--- config.mk ---
export PLATFORM = sky130hd
export DESIGN_NAME = drbc_refresh_ctrl
export DESIGN_NICKNAME = d
export VERILOG_FILES = /design/src/inc/drbc_pkg.sv /design/src/logic/drbc_refresh_ctrl.sv /design/src/logic/drbc_bank_timer.sv
export VERILOG_INCLUDE_DIRS = /design/src /design/src/inc
export SDC_FILE = /design/constraint.sdc
export NUM_CORES = 1
export LEC_CHECK = 0
export BUFFER_PORTS_ARGS = -buffer_cell sky130_fd_sc_hd__buf_2
export CAP_MARGIN = 10
export CORE_MARGIN = 10
export CORE_UTILIZATION = 63
export CTS_CLUSTER_DIAMETER = 100
export DETAILED_ROUTE_END_ITERATION = 6
export PLACE_DENSITY = 0.85
export SYNTH_ARGS = -nofsm -noshare
export SYNTH_HDL_FRONTEND = slang
export SYNTH_SLANG_ARGS = --single-unit
--- constraint.sdc ---
create_clock -name clk_i -period 2.8 [get_ports clk_i]
set_input_delay 0.14 -clock clk_i [delete_from_list [all_inputs] [get_ports clk_i]]
set_output_delay 0.14 -clock clk_i [all_outputs]
set_load 0.02 [all_outputs]
--- src/inc/drbc_defines.svh ---
/*
 * constants for the refresh bank counter: command encodings, widths, cycle times.
 * assumes inclusion by bare name from the design files.
 */
`ifndef DRBC_DEFINES_SVH
`define DRBC_DEFINES_SVH

`define DRBC_CA_W            6
`define DRBC_BANK_W          3
`define DRBC_ROW_W           16
`define DRBC_CMD_REF         5'h08
`define DRBC_CLK_NS          50
`define DRBC_RFC_PB_NS       140
`define DRBC_RFC_AB_NS       280
`define DRBC_RFC_PB_CYC      ((`DRBC_RFC_PB_NS + `DRBC_CLK_NS - 1) / `DRBC_CLK_NS)
`define DRBC_RFC_AB_CYC      ((`DRBC_RFC_AB_NS + `DRBC_CLK_NS - 1) / `DRBC_CLK_NS)
`define DRBC_TMR_W           8

`endif

--- src/inc/drbc_pkg.sv ---
/*
 * types for the refresh bank counter.
 * assumes drbc_defines.svh is compiled alongside.
 */
`include "drbc_defines.svh"
package drbc_pkg;
    typedef enum logic [1:0] {
        DRBC_IDLE,
        DRBC_PB_BANK
    } drbc_dec_t;
endpackage

--- src/logic/drbc_refresh_ctrl.sv ---
/*
 * refresh command decode, bank refresh counter and row refresh counter.
 * assumes cs_i and ca_i are already in the clk_i domain (command bus sampled
 * on the memory clock); the controller keeps all its spacing rules.
 */
`timescale 1ns/100ps
`default_nettype none
`include "drbc_defines.svh"
module drbc_refresh_ctrl (
    input  wire logic                     clk_i,
    input  wire logic                     sys_rst_i,
    input  wire logic                     cs_i,
    input  wire logic [`DRBC_CA_W-1:0]    ca_i,
    input  wire logic                     self_refresh_exit_i,
    output logic [`DRBC_BANK_W-1:0]       bank_count_o,
    output logic [`DRBC_ROW_W-1:0]        row_count_o,
    output logic [7:0]                    bank_busy_o,
    output logic                          all_busy_o,
    output logic                          per_bank_refresh_o,
    output logic                          all_bank_refresh_o,
    output logic [`DRBC_BANK_W-1:0]       refresh_bank_o,
    output logic [`DRBC_ROW_W-1:0]        refresh_row_o
);
    drbc_pkg::drbc_dec_t               st_q, st_d;
    logic [`DRBC_BANK_W-1:0]           bcnt_q, bcnt_d;
    logic [`DRBC_ROW_W-1:0]            row_q, row_d;
    logic                              pb_q, pb_d, ab_q, ab_d;
    logic [`DRBC_BANK_W-1:0]           rbank_q, rbank_d;
    logic [`DRBC_ROW_W-1:0]            rrow_q, rrow_d;
    logic                              is_ref;
    logic [7:0]                        pb_load;
    logic                              ab_load;

    // first-edge decode of a refresh command
    assign is_ref = cs_i && (ca_i[4:0] == `DRBC_CMD_REF);

    always_comb begin
        st_d      = st_q;
        bcnt_d    = bcnt_q;
        row_d     = row_q;
        pb_d      = 1'b0;
        ab_d      = 1'b0;
        rbank_d   = rbank_q;
        rrow_d    = rrow_q;
        case (st_q)
            drbc_pkg::DRBC_IDLE: begin
                if (self_refresh_exit_i) begin
                    bcnt_d = '0;
                end else if (is_ref && ca_i[5]) begin
                    // row used now, next refresh of any type sees row + 1
                    ab_d      = 1'b1;
                    rrow_d    = row_q;
                    bcnt_d    = '0;
                    row_d     = row_q + 16'h0001;
                end else if (is_ref) begin
                    st_d = drbc_pkg::DRBC_PB_BANK;
                end
            end
            drbc_pkg::DRBC_PB_BANK: begin
                st_d      = drbc_pkg::DRBC_IDLE;
                pb_d      = 1'b1;
                rbank_d   = ca_i[2:0];
                rrow_d    = row_q;
                bcnt_d    = bcnt_q + 3'h1;
                // wrap from seven closes the round and moves the row on
                if (bcnt_q == 3'h7) begin
                    row_d = row_q + 16'h0001;
                end
            end
            default: begin
                st_d = drbc_pkg::DRBC_IDLE;
            end
        endcase
    end

    always_ff @(posedge clk_i) begin
        if (sys_rst_i) begin
            st_q      <= drbc_pkg::DRBC_IDLE;
            bcnt_q    <= '0;
            row_q     <= '0;
            pb_q      <= 1'b0;
            ab_q      <= 1'b0;
            rbank_q   <= '0;
            rrow_q    <= '0;
        end else begin
            st_q      <= st_d;
            bcnt_q    <= bcnt_d;
            row_q     <= row_d;
            pb_q      <= pb_d;
            ab_q      <= ab_d;
            rbank_q   <= rbank_d;
            rrow_q    <= rrow_d;
        end
    end

    // one timer per bank so the others stay usable
    assign ab_load = ab_q;
    genvar gi;
    generate
        for (gi = 0; gi < 8; gi++) begin : g_bank
            assign pb_load[gi] = pb_q && (rbank_q == 3'(gi));
            drbc_bank_timer u_tmr (
                .clk_i     (clk_i),
                .sys_rst_i (sys_rst_i),
                .load_i    (pb_load[gi] | ab_load),
                .count_i   (ab_load ? 8'(`DRBC_RFC_AB_CYC) : 8'(`DRBC_RFC_PB_CYC)),
                .busy_o    (bank_busy_o[gi])
            );
        end
    endgenerate

    drbc_bank_timer u_all (
        .clk_i     (clk_i),
        .sys_rst_i (sys_rst_i),
        .load_i    (ab_load),
        .count_i   (8'(`DRBC_RFC_AB_CYC)),
        .busy_o    (all_busy_o)
    );

    assign bank_count_o       = bcnt_q;
    assign row_count_o        = row_q;
    assign per_bank_refresh_o = pb_q;
    assign all_bank_refresh_o = ab_q;
    assign refresh_bank_o     = rbank_q;
    assign refresh_row_o      = rrow_q;

    property p_ab_clears;
        @(posedge clk_i) disable iff (sys_rst_i)
        (st_q == drbc_pkg::DRBC_IDLE && !self_refresh_exit_i && is_ref && ca_i[5])
            |=> (bcnt_q == 3'h0) && ab_q;
    endproperty
    a_ab_clears: assert property (p_ab_clears) else $error("all-bank did not clear");

    property p_pb_bank;
        @(posedge clk_i) disable iff (sys_rst_i)
        (st_q == drbc_pkg::DRBC_PB_BANK) |=> pb_q && (rbank_q == $past(ca_i[2:0]));
    endproperty
    a_pb_bank: assert property (p_pb_bank) else $error("per-bank bank wrong");

    property p_pb_two_edges;
        @(posedge clk_i) disable iff (sys_rst_i)
        (st_q == drbc_pkg::DRBC_IDLE && !self_refresh_exit_i && is_ref && !ca_i[5])
            |=> !pb_q ##1 pb_q;
    endproperty
    a_pb_two_edges: assert property (p_pb_two_edges) else $error("per-bank timing");

    property p_no_ref_nocs;
        @(posedge clk_i) disable iff (sys_rst_i)
        (st_q == drbc_pkg::DRBC_IDLE && !cs_i) |=> !ab_q && st_q == drbc_pkg::DRBC_IDLE;
    endproperty
    a_no_ref_nocs: assert property (p_no_ref_nocs) else $error("spurious refresh");

    property p_srx_zero;
        @(posedge clk_i) disable iff (sys_rst_i)
        (st_q == drbc_pkg::DRBC_IDLE && self_refresh_exit_i) |=> bcnt_q == 3'h0;
    endproperty
    a_srx_zero: assert property (p_srx_zero) else $error("exit did not zero");

    property p_wrap_row;
        @(posedge clk_i) disable iff (sys_rst_i)
        (st_q == drbc_pkg::DRBC_PB_BANK && bcnt_q == 3'h7)
            |=> bcnt_q == 3'h0 && row_q == $past(row_q) + 16'h0001;
    endproperty
    a_wrap_row: assert property (p_wrap_row) else $error("wrap missed row");

    property p_ab_row_inc;
        @(posedge clk_i) disable iff (sys_rst_i)
        ab_q |-> row_q == refresh_row_o + 16'h0001;
    endproperty
    a_ab_row_inc: assert property (p_ab_row_inc) else $error("row not advanced");

    property p_pb_busy;
        @(posedge clk_i) disable iff (sys_rst_i)
        (pb_q && !ab_q && rbank_q == 3'h0 && !bank_busy_o[0])
            |=> bank_busy_o[0] [*3] ##1 !bank_busy_o[0] || pb_q || ab_q;
    endproperty
    a_pb_busy: assert property (p_pb_busy) else $error("bank busy span wrong");

    property p_ab_busy;
        @(posedge clk_i) disable iff (sys_rst_i)
        ab_q |=> all_busy_o && (&bank_busy_o);
    endproperty
    a_ab_busy: assert property (p_ab_busy) else $error("all-bank busy missing");
endmodule
`default_nettype wire

--- src/logic/drbc_bank_timer.sv ---
/*
 * refresh busy timer, per bank and all-bank: loads a cycle count, reports busy until zero.
 * assumes the load is a one-cycle pulse on clk_i.
 */
`timescale 1ns/100ps
`default_nettype none
`include "drbc_defines.svh"
module drbc_bank_timer (
    input  wire logic                    clk_i,
    input  wire logic                    sys_rst_i,
    input  wire logic                    load_i,
    input  wire logic [`DRBC_TMR_W-1:0]  count_i,
    output logic                         busy_o
);
    logic [`DRBC_TMR_W-1:0] cnt_q;
    logic [`DRBC_TMR_W-1:0] cnt_d;

    always_comb begin
        cnt_d = cnt_q;
        if (load_i) begin
            cnt_d = count_i;
        end else if (cnt_q != '0) begin
            cnt_d = cnt_q - 8'h01;
        end
    end

    always_ff @(posedge clk_i) begin
        if (sys_rst_i) begin
            cnt_q <= '0;
        end else begin
            cnt_q <= cnt_d;
        end
    end

    assign busy_o = (cnt_q != '0);
endmodule
`default_nettype wire

==> run metrics <==
status complete, no violations; maximum fanout along the worst path 5; CP Launch Type flop; GR Util All Layers 19.8%; DIE AREA 12,400 µm²; Top Metal Used met4; WL/cell 15.8 µm; post-layout util 75.3%; Worst Max-Slew Pin Slew 0.861 ns; Lkg Pwr 2.70 nW; cell family contributing the most delay on the critical path simple AND/OR/NAND/NOR gates; largest net degree at the start of global routing 61; max_cap viols 0; critical path's slowest cell or4b_1; Die X 111 µm; post-route cell area 6160 µm²; #FFs+latches synth 113; Post-synth EDFFs 0; share of layout cells above drive strength 1 14.3%; Final HPWL DP 8.04 mm; Setup CP Type flop to primary output; Worst Skew 0.00814 ns; Design Power 0.00743 W; Worst EP required 2.66 ns; Final Max Slew Viols 0; initial antenna violation count 0; worst reg2reg setup slack 0.79 ns; Port Buffers 58; global route overflow 0; # DRC 0; CP Capture Type primary output; Mapped Cells 601; DRT Pass-1 Iters 5; Vias/cell 5.81; core footprint 8180 µm²; critical-path cell list inv_1, ha_1, or3b_2, or4b_1, buf_2; syn_nets 632; final-report setup violation count 0; Final #Nets 688; Reg clk slew, reported paths 0.06 ns; CP Data Arrival Time 2.31 ns; leading register cell type out of synthesis dfxtp_1; area delta synth->final 17.1%; most frequent cells in the layout 113 x dfxtp_1, 99 x nor2_1, 58 x buf_2; YS warnings 0; Final Hold Viols 0; Hold Path Class input port to flop; total CTS buffers 17; commonest non-fill, non-tap cell in the layout dfxtp_1; RSZ-0062 raised after global routing false; Final ANT Viol Nets 0; Cell variety after synth 47; CTS Root Cell clkbuf_8; met3 WL post-DR 755 µm; vias in the first global route 4,553; die height 111 µm; Vias 4,505; Cell Area, Placed 5560 µm²; first-pass GRT wire length 21.0 mm; Resized Gates After CTS 0; setup bufs post-CTS 0; Tcrit/Tclk final 87.6%; routed length on met1 5.16 mm; Initial Utilization 64.4%; Buf/Inv on CP 2; Clock Latency Late Sink 0.51 ns; pwr dens 1210 nW/µm²; min Tclk post-route 2.45 ns; WL final 12.3 mm; H-tree depth 4; met2 WL 6.17 mm; filler cell count 539; Seq/Total Area, Yosys 43.0%; fmax 408 MHz; post-synthesis async set-or-reset flop share 0%; Clock Path Buffers 2; setup tns final 0 ns; Sink Count 113; diode count 0; row cnt 33; Avg Cell Area, Syn 8.75 µm²; CTS tree built; DRT iter0 DRCs 268; I/O Pins 59; RePlAce Congestion 0.860; critical path's largest stage delay 0.57 ns; Worst slew margin 42.4%; worst-case vdd ir drop 537 µV; mapped cell area 5260 µm²
[cells by family (layout without fill, tap and decap cells)]
| logic type | count (synthesis) | count (layout) | share of synthesized area (%) |
|---|---|---|---|
| AOI/OAI and AO/OA | 71 | 71 | 7.71 |
| buffers and inverters | 51 | 120 | 4.26 |
| and+or+nand+nor | 259 | 259 | 25.2 |
| DFF | 113 | 113 | 43.0 |
| muxes | 22 | 22 | 4.19 |
| xor gates and xnor gates | 64 | 64 | 10.7 |
| adders and majority gates | 21 | 21 | 4.99 |
[layer usage]
layer	global-route usage [%]	up-vias
li1	-	2180
met1	22.0	2159
met2	34.2	146
met3	5.96	20
met4	8.74	0
met5	0	-
[cells in the mapped netlist (12+ instances only)]
cell type | number | area [µm²]
a21oi_1 | 41 | 205
clkbuf_1 | 17 | 63.8
dfxtp_1 | 113 | 2260
ha_1 | 21 | 263
inv_1 | 23 | 86.3
mux2i_1 | 22 | 220
nand2_1 | 42 | 158
nand3_1 | 25 | 125
nor2_1 | 99 | 372
nor3_1 | 18 | 90.1
o21ai_0 | 12 | 60.1
xnor2_1 | 32 | 280
xor2_1 | 32 | 280
[report_power, final]
part / leakage, nW / internal, W / switching (W)
Sequential: 0.926 / 0.00208 / 0.000408
Clock: 0.257 / 0.00118 / 0.000780
Combinational: 1.52 / 0.00129 / 0.00169
[repair_timing]
item                                    in CTS  in global routing
endpoints found under the setup margin       0                  0
hold endpoints to repair                     4                  0
hold buffers                                 5                  0
[through the flow]
stage / std cells / setup slack [ns] / hold slack [ns]
5_1_grt: 775 / 0.252 / 0.150
4_1_cts: 775 / 0.320 / 0.0923
2_1_floorplan: 601 / 0.878 / 0.287
3_3_place_gp: 738 / 0.839 / 0.443
6_report: 775 / 0.348 / 0.125
3_5_place_dp: 738 / 0.789 / 0.464
[sequential cells by signal, indices dropped and copies added, names as in the netlist]
register and flops:
g_bank.u_tmr.cnt_q 64, refresh_row_o 16, row_count_o 16, u_all.cnt_q 8, bank_count_o 3, refresh_bank_o 3, all_bank_refresh_o 1, per_bank_refresh_o 1
st_q 1
[worst min-delay path, delay by kind of cell]
family | cells | cell delay [ns]
mux | 1 | 0.14
compound gates | 1 | 0.13
buf+inv | 1 | 0.12
simple gates | 1 | 0.05
[final timing paths]
kind                                                              end                                   from  cells after the start
worst max-delay path                                   bank_busy_o[2]  g_bank[2].u_tmr.cnt_q[0]$_SDFFE_PP0P_                      5
worst min-delay path                     bank_count_o[0]$_SDFFE_PP0P_                                ca_i[5]                      4
worst max register to register  g_bank[2].u_tmr.cnt_q[1]$_SDFFE_PP0P_  g_bank[2].u_tmr.cnt_q[0]$_SDFFE_PP0P_                      6
worst min register to register  g_bank[1].u_tmr.cnt_q[5]$_SDFFE_PP0P_  g_bank[1].u_tmr.cnt_q[5]$_SDFFE_PP0P_                      2
[layout make-up]
| type | instances | area (µm²) | area share (%) |
|---|---|---|---|
| clock buffer | 17 | 414 | 6.72 |
| clock inverter | 15 | 135 | 2.19 |
| inverter | 23 | 86.3 | 1.40 |
| multi-input combinational | 437 | 2780 | 45.1 |
| sequential | 113 | 2260 | 36.7 |
| tap | 105 | 131 | 2.13 |
| timing repair buffer | 65 | 355 | 5.77 |
(Power assumes the default switching activity.)
